File: config.mk
export PLATFORM = sky130hd
export DESIGN_NAME = iec_top
export DESIGN_NICKNAME = d
export VERILOG_FILES = /design/src/rtl/iec_pkg.sv /design/src/rtl/iec_edge_det.sv /design/src/rtl/iec_chan_mem.sv /design/src/rtl/iec_top.sv
export VERILOG_INCLUDE_DIRS = /design/src /design/src/rtl
export SDC_FILE = /design/constraint.sdc
export NUM_CORES = 2
export LEC_CHECK = 0
export BUFFER_PORTS_ARGS = -buffer_cell sky130_fd_sc_hd__buf_2
export CORE_UTILIZATION = 25
export CTS_CLUSTER_SIZE = 25
export DETAILED_ROUTE_END_ITERATION = 8
export PLACE_DENSITY_LB_ADDON = 0.08
export SLEW_MARGIN = 20
export SYNTH_ARGS = -nofsm -noshare
export SYNTH_HDL_FRONTEND = slang
export SYNTH_SLANG_ARGS = --single-unit
File: constraint.sdc
create_clock -name clk_sys_i -period 121.7 [get_ports clk_sys_i]
set_input_delay 18.255 -clock clk_sys_i [delete_from_list [all_inputs] [get_ports clk_sys_i]]
set_output_delay 18.255 -clock clk_sys_i [all_outputs]
set_load 0.01 [all_outputs]
File: src/rtl/iec_cfg.svh
// constants of the interrupt and event transfer block
`ifndef IEC_CFG_SVH
`define IEC_CFG_SVH
`define IEC_NODES        48
`define IEC_NODE_W       6
`define IEC_LVL_W        4
`define IEC_CHANS        8
`define IEC_CH_W         3
`define IEC_EXT          4
`define IEC_EXT_NODE0    6'h2C
`define IEC_TRAP_W       7
`define IEC_TRAP_BASE    7'h10
`define IEC_VEC_W        9
`define IEC_VEC_SHIFT    2
`define IEC_ADDR_W       24
`define IEC_CNT_W        8
`define IEC_RESP_JC      4'h7
`define IEC_RESP_NOJC    4'hB
`define IEC_ARB_LAT      4'h2
`define IEC_EDGE_OFF     2'h0
`define IEC_EDGE_RISE    2'h1
`define IEC_EDGE_FALL    2'h2
`define IEC_EDGE_BOTH    2'h3
`define IEC_WORD_INC     24'h000002
`define IEC_BYTE_INC     24'h000001
`define IEC_RST_ZERO     1'b0
`endif

File: src/rtl/iec_pkg.sv
// types of the interrupt and event transfer block
`include "iec_cfg.svh"
package iec_pkg;
	typedef enum logic [4:0] {
		ST_IDLE   = 5'h01,
		ST_OFFER  = 5'h02,
		ST_BRANCH = 5'h04,
		ST_FETCH  = 5'h08,
		ST_MOVE   = 5'h10
	} iec_state_e;

	typedef struct packed {
		logic [`IEC_ADDR_W-1:0] src;
		logic [`IEC_ADDR_W-1:0] dst;
		logic [`IEC_CNT_W-1:0]  cnt;
		logic                   inc_src;
		logic                   inc_dst;
		logic                   word;
		logic                   cont;
	} iec_chan_s;

	typedef struct packed {
		iec_state_e                              st;
		logic [`IEC_NODES-1:0]                   ir;
		logic [`IEC_NODES-1:0]                   ie;
		logic [`IEC_NODES-1:0]                   event_transfer_engine;
		logic [`IEC_NODES-1:0][`IEC_LVL_W-1:0]   lvl;
		logic [`IEC_NODES-1:0][`IEC_CH_W-1:0]    ch;
		logic [`IEC_NODE_W-1:0]                  win;
		logic                                    win_trap;
		logic [3:0]                              cnt;
		logic                                    irq;
		logic [`IEC_VEC_W-1:0]                   vec;
		logic [`IEC_LVL_W-1:0]                   ilvl;
		logic                                    trap;
		logic                                    branch;
		logic                                    xreq;
		logic [`IEC_ADDR_W-1:0]                  xsrc;
		logic [`IEC_ADDR_W-1:0]                  xdst;
		logic                                    xword;
		logic                                    busy;
	} iec_core_s;
endpackage

File: src/rtl/iec_edge_det.sv
// fast external input synchroniser with selectable edge detection
`include "iec_cfg.svh"
module iec_edge_det (
	input  wire logic       clk_sys_i,
	input  wire logic       rst_n_i,
	input  wire logic       ce_i,
	input  wire logic       pin_i,
	input  wire logic [1:0] mode_i,
	output logic            evt_o
);
	typedef struct packed {
		logic [2:0] sync;
		logic       stable;
		logic       evt;
	} iec_edge_s;

	iec_edge_s q;
	iec_edge_s d;

	always_comb begin
		d      = q;
		d.sync = {q.sync[1:0], pin_i};
		d.evt  = 1'b0;
		// first stage feeds only the second; stages two and three vote
		if (q.sync[1] == q.sync[2] && q.sync[2] != q.stable) begin
			d.stable = q.sync[2];
			unique case (mode_i)
				`IEC_EDGE_RISE: d.evt = q.sync[2];
				`IEC_EDGE_FALL: d.evt = ~q.sync[2];
				`IEC_EDGE_BOTH: d.evt = 1'b1;
				default:        d.evt = 1'b0;
			endcase
		end
	end

	always_ff @(posedge clk_sys_i) begin
		if (!rst_n_i) begin
			q <= '0;
		end else if (ce_i) begin
			q <= d;
		end
	end

	assign evt_o = q.evt;
endmodule

File: src/rtl/iec_chan_mem.sv
// per-channel pointer, counter and mode store with registered read
`include "iec_cfg.svh"
module iec_chan_mem (
	input  wire logic                   clk_sys_i,
	input  wire logic                   rst_n_i,
	input  wire logic                   ce_i,
	input  wire logic                   we_i,
	input  wire logic [`IEC_CH_W-1:0]   waddr_i,
	input  wire iec_pkg::iec_chan_s     wdata_i,
	input  wire logic [`IEC_CH_W-1:0]   raddr_i,
	output iec_pkg::iec_chan_s          rdata_o
);
	typedef struct packed {
		iec_pkg::iec_chan_s [`IEC_CHANS-1:0] mem;
		iec_pkg::iec_chan_s                  rd;
	} iec_mem_s;

	iec_mem_s q;
	iec_mem_s d;

	always_comb begin
		d    = q;
		d.rd = q.mem[raddr_i];
		if (we_i) begin
			d.mem[waddr_i] = wdata_i;
		end
	end

	always_ff @(posedge clk_sys_i) begin
		if (!rst_n_i) begin
			q <= '0;
		end else if (ce_i) begin
			q <= d;
		end
	end

	assign rdata_o = q.rd;
endmodule

File: src/rtl/iec_top.sv
// prioritised interrupt controller with event transfer channels
`include "iec_cfg.svh"
module iec_top (
	input  wire logic                          clk_sys_i,
	input  wire logic                          rst_n_i,
	input  wire logic                          ce_i,
	input  wire logic [`IEC_NODES-1:0]         periph_req_i,
	input  wire logic [`IEC_EXT-1:0]           ext_pin_i,
	input  wire logic [2*`IEC_EXT-1:0]         ext_edge_i,
	input  wire logic                          node_we_i,
	input  wire logic [`IEC_NODE_W-1:0]        node_idx_i,
	input  wire logic                          node_ir_i,
	input  wire logic                          node_ie_i,
	input  wire logic [`IEC_LVL_W-1:0]         node_lvl_i,
	input  wire logic                          node_pec_i,
	input  wire logic [`IEC_CH_W-1:0]          node_ch_i,
	input  wire logic                          chan_we_i,
	input  wire logic [`IEC_CH_W-1:0]          chan_idx_i,
	input  wire logic [`IEC_ADDR_W-1:0]        chan_src_i,
	input  wire logic [`IEC_ADDR_W-1:0]        chan_dst_i,
	input  wire logic [`IEC_CNT_W-1:0]         chan_cnt_i,
	input  wire logic                          chan_inc_src_i,
	input  wire logic                          chan_inc_dst_i,
	input  wire logic                          chan_word_i,
	input  wire logic                          chan_cont_i,
	input  wire logic                          trap_req_i,
	input  wire logic [`IEC_TRAP_W-1:0]        trap_num_i,
	input  wire logic [`IEC_LVL_W-1:0]         cpu_level_i,
	input  wire logic                          jump_cache_i,
	input  wire logic                          irq_ack_i,
	output logic                               irq_o,
	output logic [`IEC_VEC_W-1:0]              irq_vec_o,
	output logic [`IEC_LVL_W-1:0]              irq_lvl_o,
	output logic                               irq_trap_o,
	output logic                               branch_o,
	output logic                               xfer_req_o,
	output logic [`IEC_ADDR_W-1:0]             xfer_src_o,
	output logic [`IEC_ADDR_W-1:0]             xfer_dst_o,
	output logic                               xfer_word_o,
	output logic [`IEC_NODES-1:0]              node_ir_o,
	output logic                               busy_o
);
	iec_pkg::iec_core_s q;
	iec_pkg::iec_core_s d;

	logic [`IEC_EXT-1:0]      ext_evt;
	logic [`IEC_NODES-1:0]    hw_set;
	logic [`IEC_NODES-1:0]    pend;
	iec_pkg::iec_chan_s       ch_rd;
	iec_pkg::iec_chan_s       ch_wr;
	logic                     ch_we;
	logic [`IEC_CH_W-1:0]     ch_waddr;
	logic [`IEC_CH_W-1:0]     ch_raddr;
	logic                     arb_found;
	logic [`IEC_NODE_W-1:0]   arb_node;
	logic [`IEC_LVL_W-1:0]    arb_lvl;
	logic [`IEC_CNT_W-1:0]    cnt_next;

	// trap number to vector offset, shared by nodes and traps
	function automatic logic [`IEC_VEC_W-1:0] vec_off(
		input logic [`IEC_TRAP_W-1:0] num
	);
		vec_off = {num, 2'b00};
	endfunction

	// node index to its trap number
	function automatic logic [`IEC_TRAP_W-1:0] node_trap(
		input logic [`IEC_NODE_W-1:0] idx
	);
		node_trap = `IEC_TRAP_BASE + {1'b0, idx};
	endfunction

	// pointer bump of one transfer unit
	function automatic logic [`IEC_ADDR_W-1:0] ptr_step(
		input logic is_word
	);
		ptr_step = is_word ? `IEC_WORD_INC : `IEC_BYTE_INC;
	endfunction

	// countdown after the ack; arbitration has already spent two cycles
	function automatic logic [3:0] resp_load(
		input logic jc
	);
		resp_load = (jc ? `IEC_RESP_JC : `IEC_RESP_NOJC) - `IEC_ARB_LAT;
	endfunction

	// channel with nothing left to move outside continuous mode
	function automatic logic chan_done(
		input iec_pkg::iec_chan_s c
	);
		chan_done = (c.cnt == '0) && !c.cont;
	endfunction

	genvar g;
	generate
		for (g = 0; g < `IEC_EXT; g++) begin : g_ext
			iec_edge_det u_edge (
				.clk_sys_i (clk_sys_i),
				.rst_n_i   (rst_n_i),
				.ce_i      (ce_i),
				.pin_i     (ext_pin_i[g]),
				.mode_i    (ext_edge_i[2*g+1:2*g]),
				.evt_o     (ext_evt[g])
			);
		end
	endgenerate

	iec_chan_mem u_chan (
		.clk_sys_i (clk_sys_i),
		.rst_n_i   (rst_n_i),
		.ce_i      (ce_i),
		.we_i      (ch_we),
		.waddr_i   (ch_waddr),
		.wdata_i   (ch_wr),
		.raddr_i   (ch_raddr),
		.rdata_o   (ch_rd)
	);

	// external events land on the top nodes of the table
	always_comb begin
		hw_set = periph_req_i;
		for (int i = 0; i < `IEC_EXT; i++) begin
			hw_set[`IEC_EXT_NODE0 + i] = hw_set[`IEC_EXT_NODE0 + i]
				| ext_evt[i];
		end
	end

	// a disabled node keeps its flag but stays out of arbitration
	assign pend = q.ir & q.ie;

	// strict compare keeps ties on the lowest index
	always_comb begin
		arb_found = 1'b0;
		arb_node  = '0;
		arb_lvl   = cpu_level_i;
		for (int i = 0; i < `IEC_NODES; i++) begin
			if (pend[i] && q.lvl[i] > arb_lvl) begin
				arb_found = 1'b1;
				arb_node  = i[`IEC_NODE_W-1:0];
				arb_lvl   = q.lvl[i];
			end
		end
	end

	assign cnt_next = ch_rd.cnt - `IEC_CNT_W'(1);

	always_comb begin
		d        = q;
		d.branch = 1'b0;
		d.xreq   = 1'b0;
		ch_we    = 1'b0;
		ch_waddr = chan_idx_i;
		ch_raddr = q.ch[arb_node];
		ch_wr.src     = chan_src_i;
		ch_wr.dst     = chan_dst_i;
		ch_wr.cnt     = chan_cnt_i;
		ch_wr.inc_src = chan_inc_src_i;
		ch_wr.inc_dst = chan_inc_dst_i;
		ch_wr.word    = chan_word_i;
		ch_wr.cont    = chan_cont_i;

		if (node_we_i) begin
			d.ir[node_idx_i]  = node_ir_i;
			d.ie[node_idx_i]  = node_ie_i;
			d.lvl[node_idx_i] = node_lvl_i;
			d.event_transfer_engine[node_idx_i] = node_pec_i;
			d.ch[node_idx_i]  = node_ch_i;
		end

		unique case (q.st)
			iec_pkg::ST_IDLE: begin
				// host channel writes only land while the controller is idle
				ch_we = chan_we_i;
				// a trap outranks every node; one that comes while busy is lost
				if (trap_req_i) begin
					d.st       = iec_pkg::ST_OFFER;
					d.irq      = 1'b1;
					d.trap     = 1'b1;
					d.win_trap = 1'b1;
					d.vec      = vec_off(trap_num_i);
					d.ilvl     = cpu_level_i;
				end else if (arb_found) begin
					d.win      = arb_node;
					d.win_trap = 1'b0;
					if (q.event_transfer_engine[arb_node]) begin
						d.st = iec_pkg::ST_FETCH;
					end else begin
						d.st   = iec_pkg::ST_OFFER;
						d.irq  = 1'b1;
						d.trap = 1'b0;
						d.vec  = vec_off(node_trap(arb_node));
						d.ilvl = arb_lvl;
					end
				end
			end

			iec_pkg::ST_OFFER: begin
				// no preemption while the offer waits for the core
				if (irq_ack_i) begin
					d.irq = 1'b0;
					if (!q.win_trap) begin
						d.ir[q.win] = 1'b0;
					end
					d.st  = iec_pkg::ST_BRANCH;
					d.cnt = resp_load(jump_cache_i);
				end
			end

			iec_pkg::ST_BRANCH: begin
				d.cnt = q.cnt - 4'h1;
				if (q.cnt == 4'h1) begin
					d.branch = 1'b1;
					d.st     = iec_pkg::ST_IDLE;
				end
			end

			iec_pkg::ST_FETCH: begin
				// an exhausted channel hands the node back as an interrupt
				if (chan_done(ch_rd)) begin
					d.event_transfer_engine[q.win] = 1'b0;
					d.st         = iec_pkg::ST_IDLE;
				end else begin
					d.xreq  = 1'b1;
					d.xsrc  = ch_rd.src;
					d.xdst  = ch_rd.dst;
					d.xword = ch_rd.word;
					d.ir[q.win] = 1'b0;
					ch_we    = 1'b1;
					ch_waddr = q.ch[q.win];
					ch_wr    = ch_rd;
					if (ch_rd.inc_src) begin
						ch_wr.src = ch_rd.src + ptr_step(ch_rd.word);
					end
					if (ch_rd.inc_dst) begin
						ch_wr.dst = ch_rd.dst + ptr_step(ch_rd.word);
					end
					if (!ch_rd.cont) begin
						ch_wr.cnt = cnt_next;
					end
					// count spent: the node turns into a standard interrupt
					if (chan_done(ch_wr)) begin
						d.event_transfer_engine[q.win] = 1'b0;
						d.ir[q.win]  = 1'b1;
					end
					d.st = iec_pkg::ST_MOVE;
				end
			end

			iec_pkg::ST_MOVE: begin
				d.st = iec_pkg::ST_IDLE;
			end

			default: begin
				d.st  = iec_pkg::ST_IDLE;
				d.irq = 1'b0;
			end
		endcase

		// hardware events win over any clear in the same cycle
		d.ir   = d.ir | hw_set;
		d.busy = (d.st != iec_pkg::ST_IDLE);
	end

	always_ff @(posedge clk_sys_i) begin
		if (!rst_n_i) begin
			q    <= '0;
			q.st <= iec_pkg::ST_IDLE;
		end else if (ce_i) begin
			q <= d;
		end
	end

	// every output is a plain register field
	assign irq_o       = q.irq;
	assign irq_vec_o   = q.vec;
	assign irq_lvl_o   = q.ilvl;
	assign irq_trap_o  = q.trap;
	assign branch_o    = q.branch;
	assign xfer_req_o  = q.xreq;
	assign xfer_src_o  = q.xsrc;
	assign xfer_dst_o  = q.xdst;
	assign xfer_word_o = q.xword;
	assign node_ir_o   = q.ir;
	assign busy_o      = q.busy;
endmodule

==> flow_summary.ini <==
[clocking]
clk_path_buf_depth = 3
worst_skew_pair_later_pin_latency_ps = 820
numCtsBuffers = 142
cts.htree.levels = 4
postCtsSetupBuffers = 0
cts_tree = done
clk_sink_count = 1121
ctsRootBufferMaster = sky130_fd_sc_hd__clkbuf_16
clk_pin_slew_ps = 60
post_cts_hold_buffer_count = 0
cts.repair.resized = 0

[sta]
tightest_slew_ps = 1211
final-max-slew-violation-count = 0
report.final.hold_viol_count = 0
hold_ws_ps = 448.4
report.final.setup_viol = 0
clock-skew-final_ps = 41.84
min_period_ps = 102200
rsz0062_at_grt = no
totalNegativeSetupSlack_ps = 0
final_min_period_over_clock_period_pct = 83.97
max_clock_freq_ghz = 0.009785
max-slew-margin-rel_pct = 19.28

[detailed_routing]
average_via_count_per_standard_cell = 5.247
postRouteWirelength_um = 286800
wl_per_cell_um = 24.89
firstDrtPassIters = 6
drcViolationCount = 0
postRouteAntennaNets = 0
drt_iter0_drc = 4500
routed_vias = 60470

[worst_setup_path]
timing.critical_path.from_type = primary input
crit_slowest_cell = sky130_fd_sc_hd__buf_4
timing.critical_path.slowest_cell_delay_ps = 920
criticalPathCategory = primary input to flip-flop
worst_ep_arrival_time_ps = 102920
critical-path-top-delay-family = compound AO/OA/AOI/OAI gates
startpoint = cpu_level_i[2]
critPathBufInv = 30
rrSetupSlack_ps = 36760
critical_path.endpoint_type = flip-flop
endpoint = u_chan.rdata_o[58]
reg2regPathDepth = 374
crit_required_ps = 122430
cp_common_cell = sky130_fd_sc_hd__ha_1
worst-path-stages = 375
startpoint_of_the_most_critical_register_to_register_path = q[222]
path_max_fanout = 48
regToRegEndpoint = u_chan.rdata_o[58]

[power_and_ir_drop]
power_frac_comb_pct = 7.8
sw_frac_of_total_pct = 26.35
total_power_mw = 0.8925
sequentialPowerShare_pct = 42.5
power_switching_mw = 0.2351
intPower_mw = 0.6573
p_leak_nw = 24.22
pwr-share-clk_pct = 49.7
p_per_area_mw_per_mm2 = 12.48
ir_worst_vdd_v = 0.00001124

[synthesis]
async_s_r_ff_share_synth_pct = 0
synth-seq-area-share_pct = 35.27
synth.lib_cells_used.distinct = 169
synth-edff-count = 0
synthesis.instances = 8233
yosysTopAreaCellShare_pct = 35.27
syn_area_per_cell_um2 = 7.729
post_synth_main_area_contributors = sky130_fd_sc_hd__dfxtp_1 (35%), sky130_fd_sc_hd__nand2_1 (10%), sky130_fd_sc_hd__a21oi_1 (8.3%)
post_synth_instance_area_mm2 = 0.06363
ys_seq_elements = 1121
yosysMostFrequentCell = sky130_fd_sc_hd__nand2_1
yosysTopAreaCell = sky130_fd_sc_hd__dfxtp_1
synthFlopType = sky130_fd_sc_hd__dfxtp_1
synthTopCellsByCount = sky130_fd_sc_hd__nand2_1 (1737), sky130_fd_sc_hd__dfxtp_1 (1121), sky130_fd_sc_hd__a21oi_1 (1056), sky130_fd_sc_hd__nand3_1 (505), sky130_fd_sc_hd__clkbuf_1 (483)
yosys_warnings = 0

[floorplan]
die_area_mm2 = 0.2566
core.rowCount = 184
core_region_area_mm2 = 0.2521
initial_utilization_pct = 25.24
dieHeight_um = 506.5
io_pins = 273
die_width_um = 506.5

[finish]
nNetsFinal = 8359
area_growth_syn_to_layout_pct = 12.41
finish.cell_count_without_fillers = 11530
finalInstanceArea_mm2 = 0.07153
drive_above_1_share_pct = 13.08

[placement]
gpl.final_weighted_congestion = 0.8867
place.detailed.hpwl_um = 187100
numPlacedInstances = 11270
portBuffers = 270
placed_area_mm2 = 0.06669

[flow_run]
drv.max_cap_violation_count = 0

[global_routing]
gr-total-overflow = 0
largest_net_degree_at_the_start_of_global_routing = 192
antenna_found_initial = 18
grt_pass1_vias = 58280
grt_pass1_wl_um = 416500
groute.usage.overall_pct = 21.67

[hold_path]
hp-class = flip-flop to flip-flop

[status]
result_of_the_run = finished clean
metrics by stage:
| stage | utilization (%) | setup WS (ps) |
|---|---|---|
| detailed placement | 26.46 | 19560 |
| global route | 28.37 | 12510 |
| finish | 28.38 | 19500 |
| CTS | 28.36 | 20220 |
| floorplan | - | 30380 |
| global placement | 26.46 | 21330 |
power by group through the flow:
stage	Clock [mW]	Sequential [mW]	Combinational, mW
floorplan	0	0.383	0.0459
global placement	0	0.387	0.0703
detailed placement	0	0.387	0.0704
CTS	0.456	0.379	0.0706
global route	0.469	0.379	0.0761
finish	0.443	0.379	0.0699
cell usage in the layout, fill, tap and decap left out, types with 57 or more instances in the layout:
cell type | netlist | routed
sky130_fd_sc_hd__nand2_1 | 1737 | 1729
sky130_fd_sc_hd__dfxtp_1 | 1121 | 1121
sky130_fd_sc_hd__a21oi_1 | 1056 | 1054
sky130_fd_sc_hd__nand3_1 | 505 | 503
sky130_fd_sc_hd__nor2_1 | 410 | 395
sky130_fd_sc_hd__buf_2 | 28 | 266
sky130_fd_sc_hd__o21ai_0 | 254 | 252
sky130_fd_sc_hd__mux2i_1 | 197 | 197
sky130_fd_sc_hd__inv_1 | 193 | 192
sky130_fd_sc_hd__a211oi_1 | 189 | 189
sky130_fd_sc_hd__mux2_2 | 168 | 168
sky130_fd_sc_hd__buf_4 | 144 | 156
sky130_fd_sc_hd__clkbuf_16 | 0 | 147
sky130_fd_sc_hd__ha_1 | 135 | 135
sky130_fd_sc_hd__o22ai_1 | 113 | 113
sky130_fd_sc_hd__o21ai_1 | 78 | 79
sky130_fd_sc_hd__a31oi_1 | 73 | 73
sky130_fd_sc_hd__nor3_1 | 75 | 73
sky130_fd_sc_hd__o211ai_1 | 66 | 66
sky130_fd_sc_hd__o221ai_1 | 57 | 57
state kept, by name, indices dropped and copies added, names as in the netlist:
| name | count |
|---|---|
| xfer_dst_o | 24 |
| q | 448 |
| xfer_req_o | 1 |
| xfer_word_o | 1 |
| g_ext.u_edge.evt_o | 4 |
| u_chan.rdata_o | 60 |
| irq_trap_o | 1 |
| xfer_src_o | 24 |
| u_chan.q | 480 |
| node_ir_o | 48 |
| irq_o | 1 |
| branch_o | 1 |
| irq_lvl_o | 4 |
| g_ext.u_edge.d | 8 |
| irq_vec_o | 7 |
| busy_o | 1 |
| g_ext.u_edge.q | 8 |
worst min-delay path by stage:
stage               cells after the start     startpoint             to  slack (ps)
floorplan                               2   irq_lvl_o[1]   irq_lvl_o[1]         430
global placement                        2  u_chan.q[321]  u_chan.q[321]         440
detailed placement                      2  u_chan.q[311]  u_chan.q[311]         440
CTS                                     2  u_chan.q[511]  u_chan.q[511]         450
global route                            2  u_chan.q[159]  u_chan.q[159]         470
finish                                  2   u_chan.q[86]   u_chan.q[86]         450
layer usage:
layer	vias up	wire length (µm)	GRT usage, %
li1	28920	-	-
met1	29640	126200	27.69
met2	1520	139400	37.36
met3	387	10850	2.341
met4	0	10430	7.907
met5	-	0	0
kinds of logic after synthesis:
kind of cell	Yosys count	share of synthesized area [%]
other	1	0.005893
xor gates and xnor gates	92	1.278
muxes	432	7.387
and+or+nand+nor	3099	21.49
AOI/OAI and AO/OA	2403	24.31
DFF	1121	35.27
buffers and inverters	936	7.342
adders and majority gates	149	2.912
area by class of cell:
type	instances	area, µm²
clock inverter	33	596.8
antenna	9	22.52
fill	27070	180600
sequential	1121	22440
multi-input combinational	6177	36720
tap	3348	4189
clock buffer	215	4214
inverter	194	735.7
timing repair buffer	428	2609
worst reg2reg max path: cells and delay by family (launching register included):
family | cells | cell delay [ps]
buffers and inverters | 29 | 3580
DFF | 1 | 390
and+or+nand+nor | 104 | 21180
muxes | 32 | 10500
AOI/OAI and AO/OA | 153 | 33370
adders and majority gates | 56 | 15760
No activity file was read; power rests on OpenSTA's default activity.
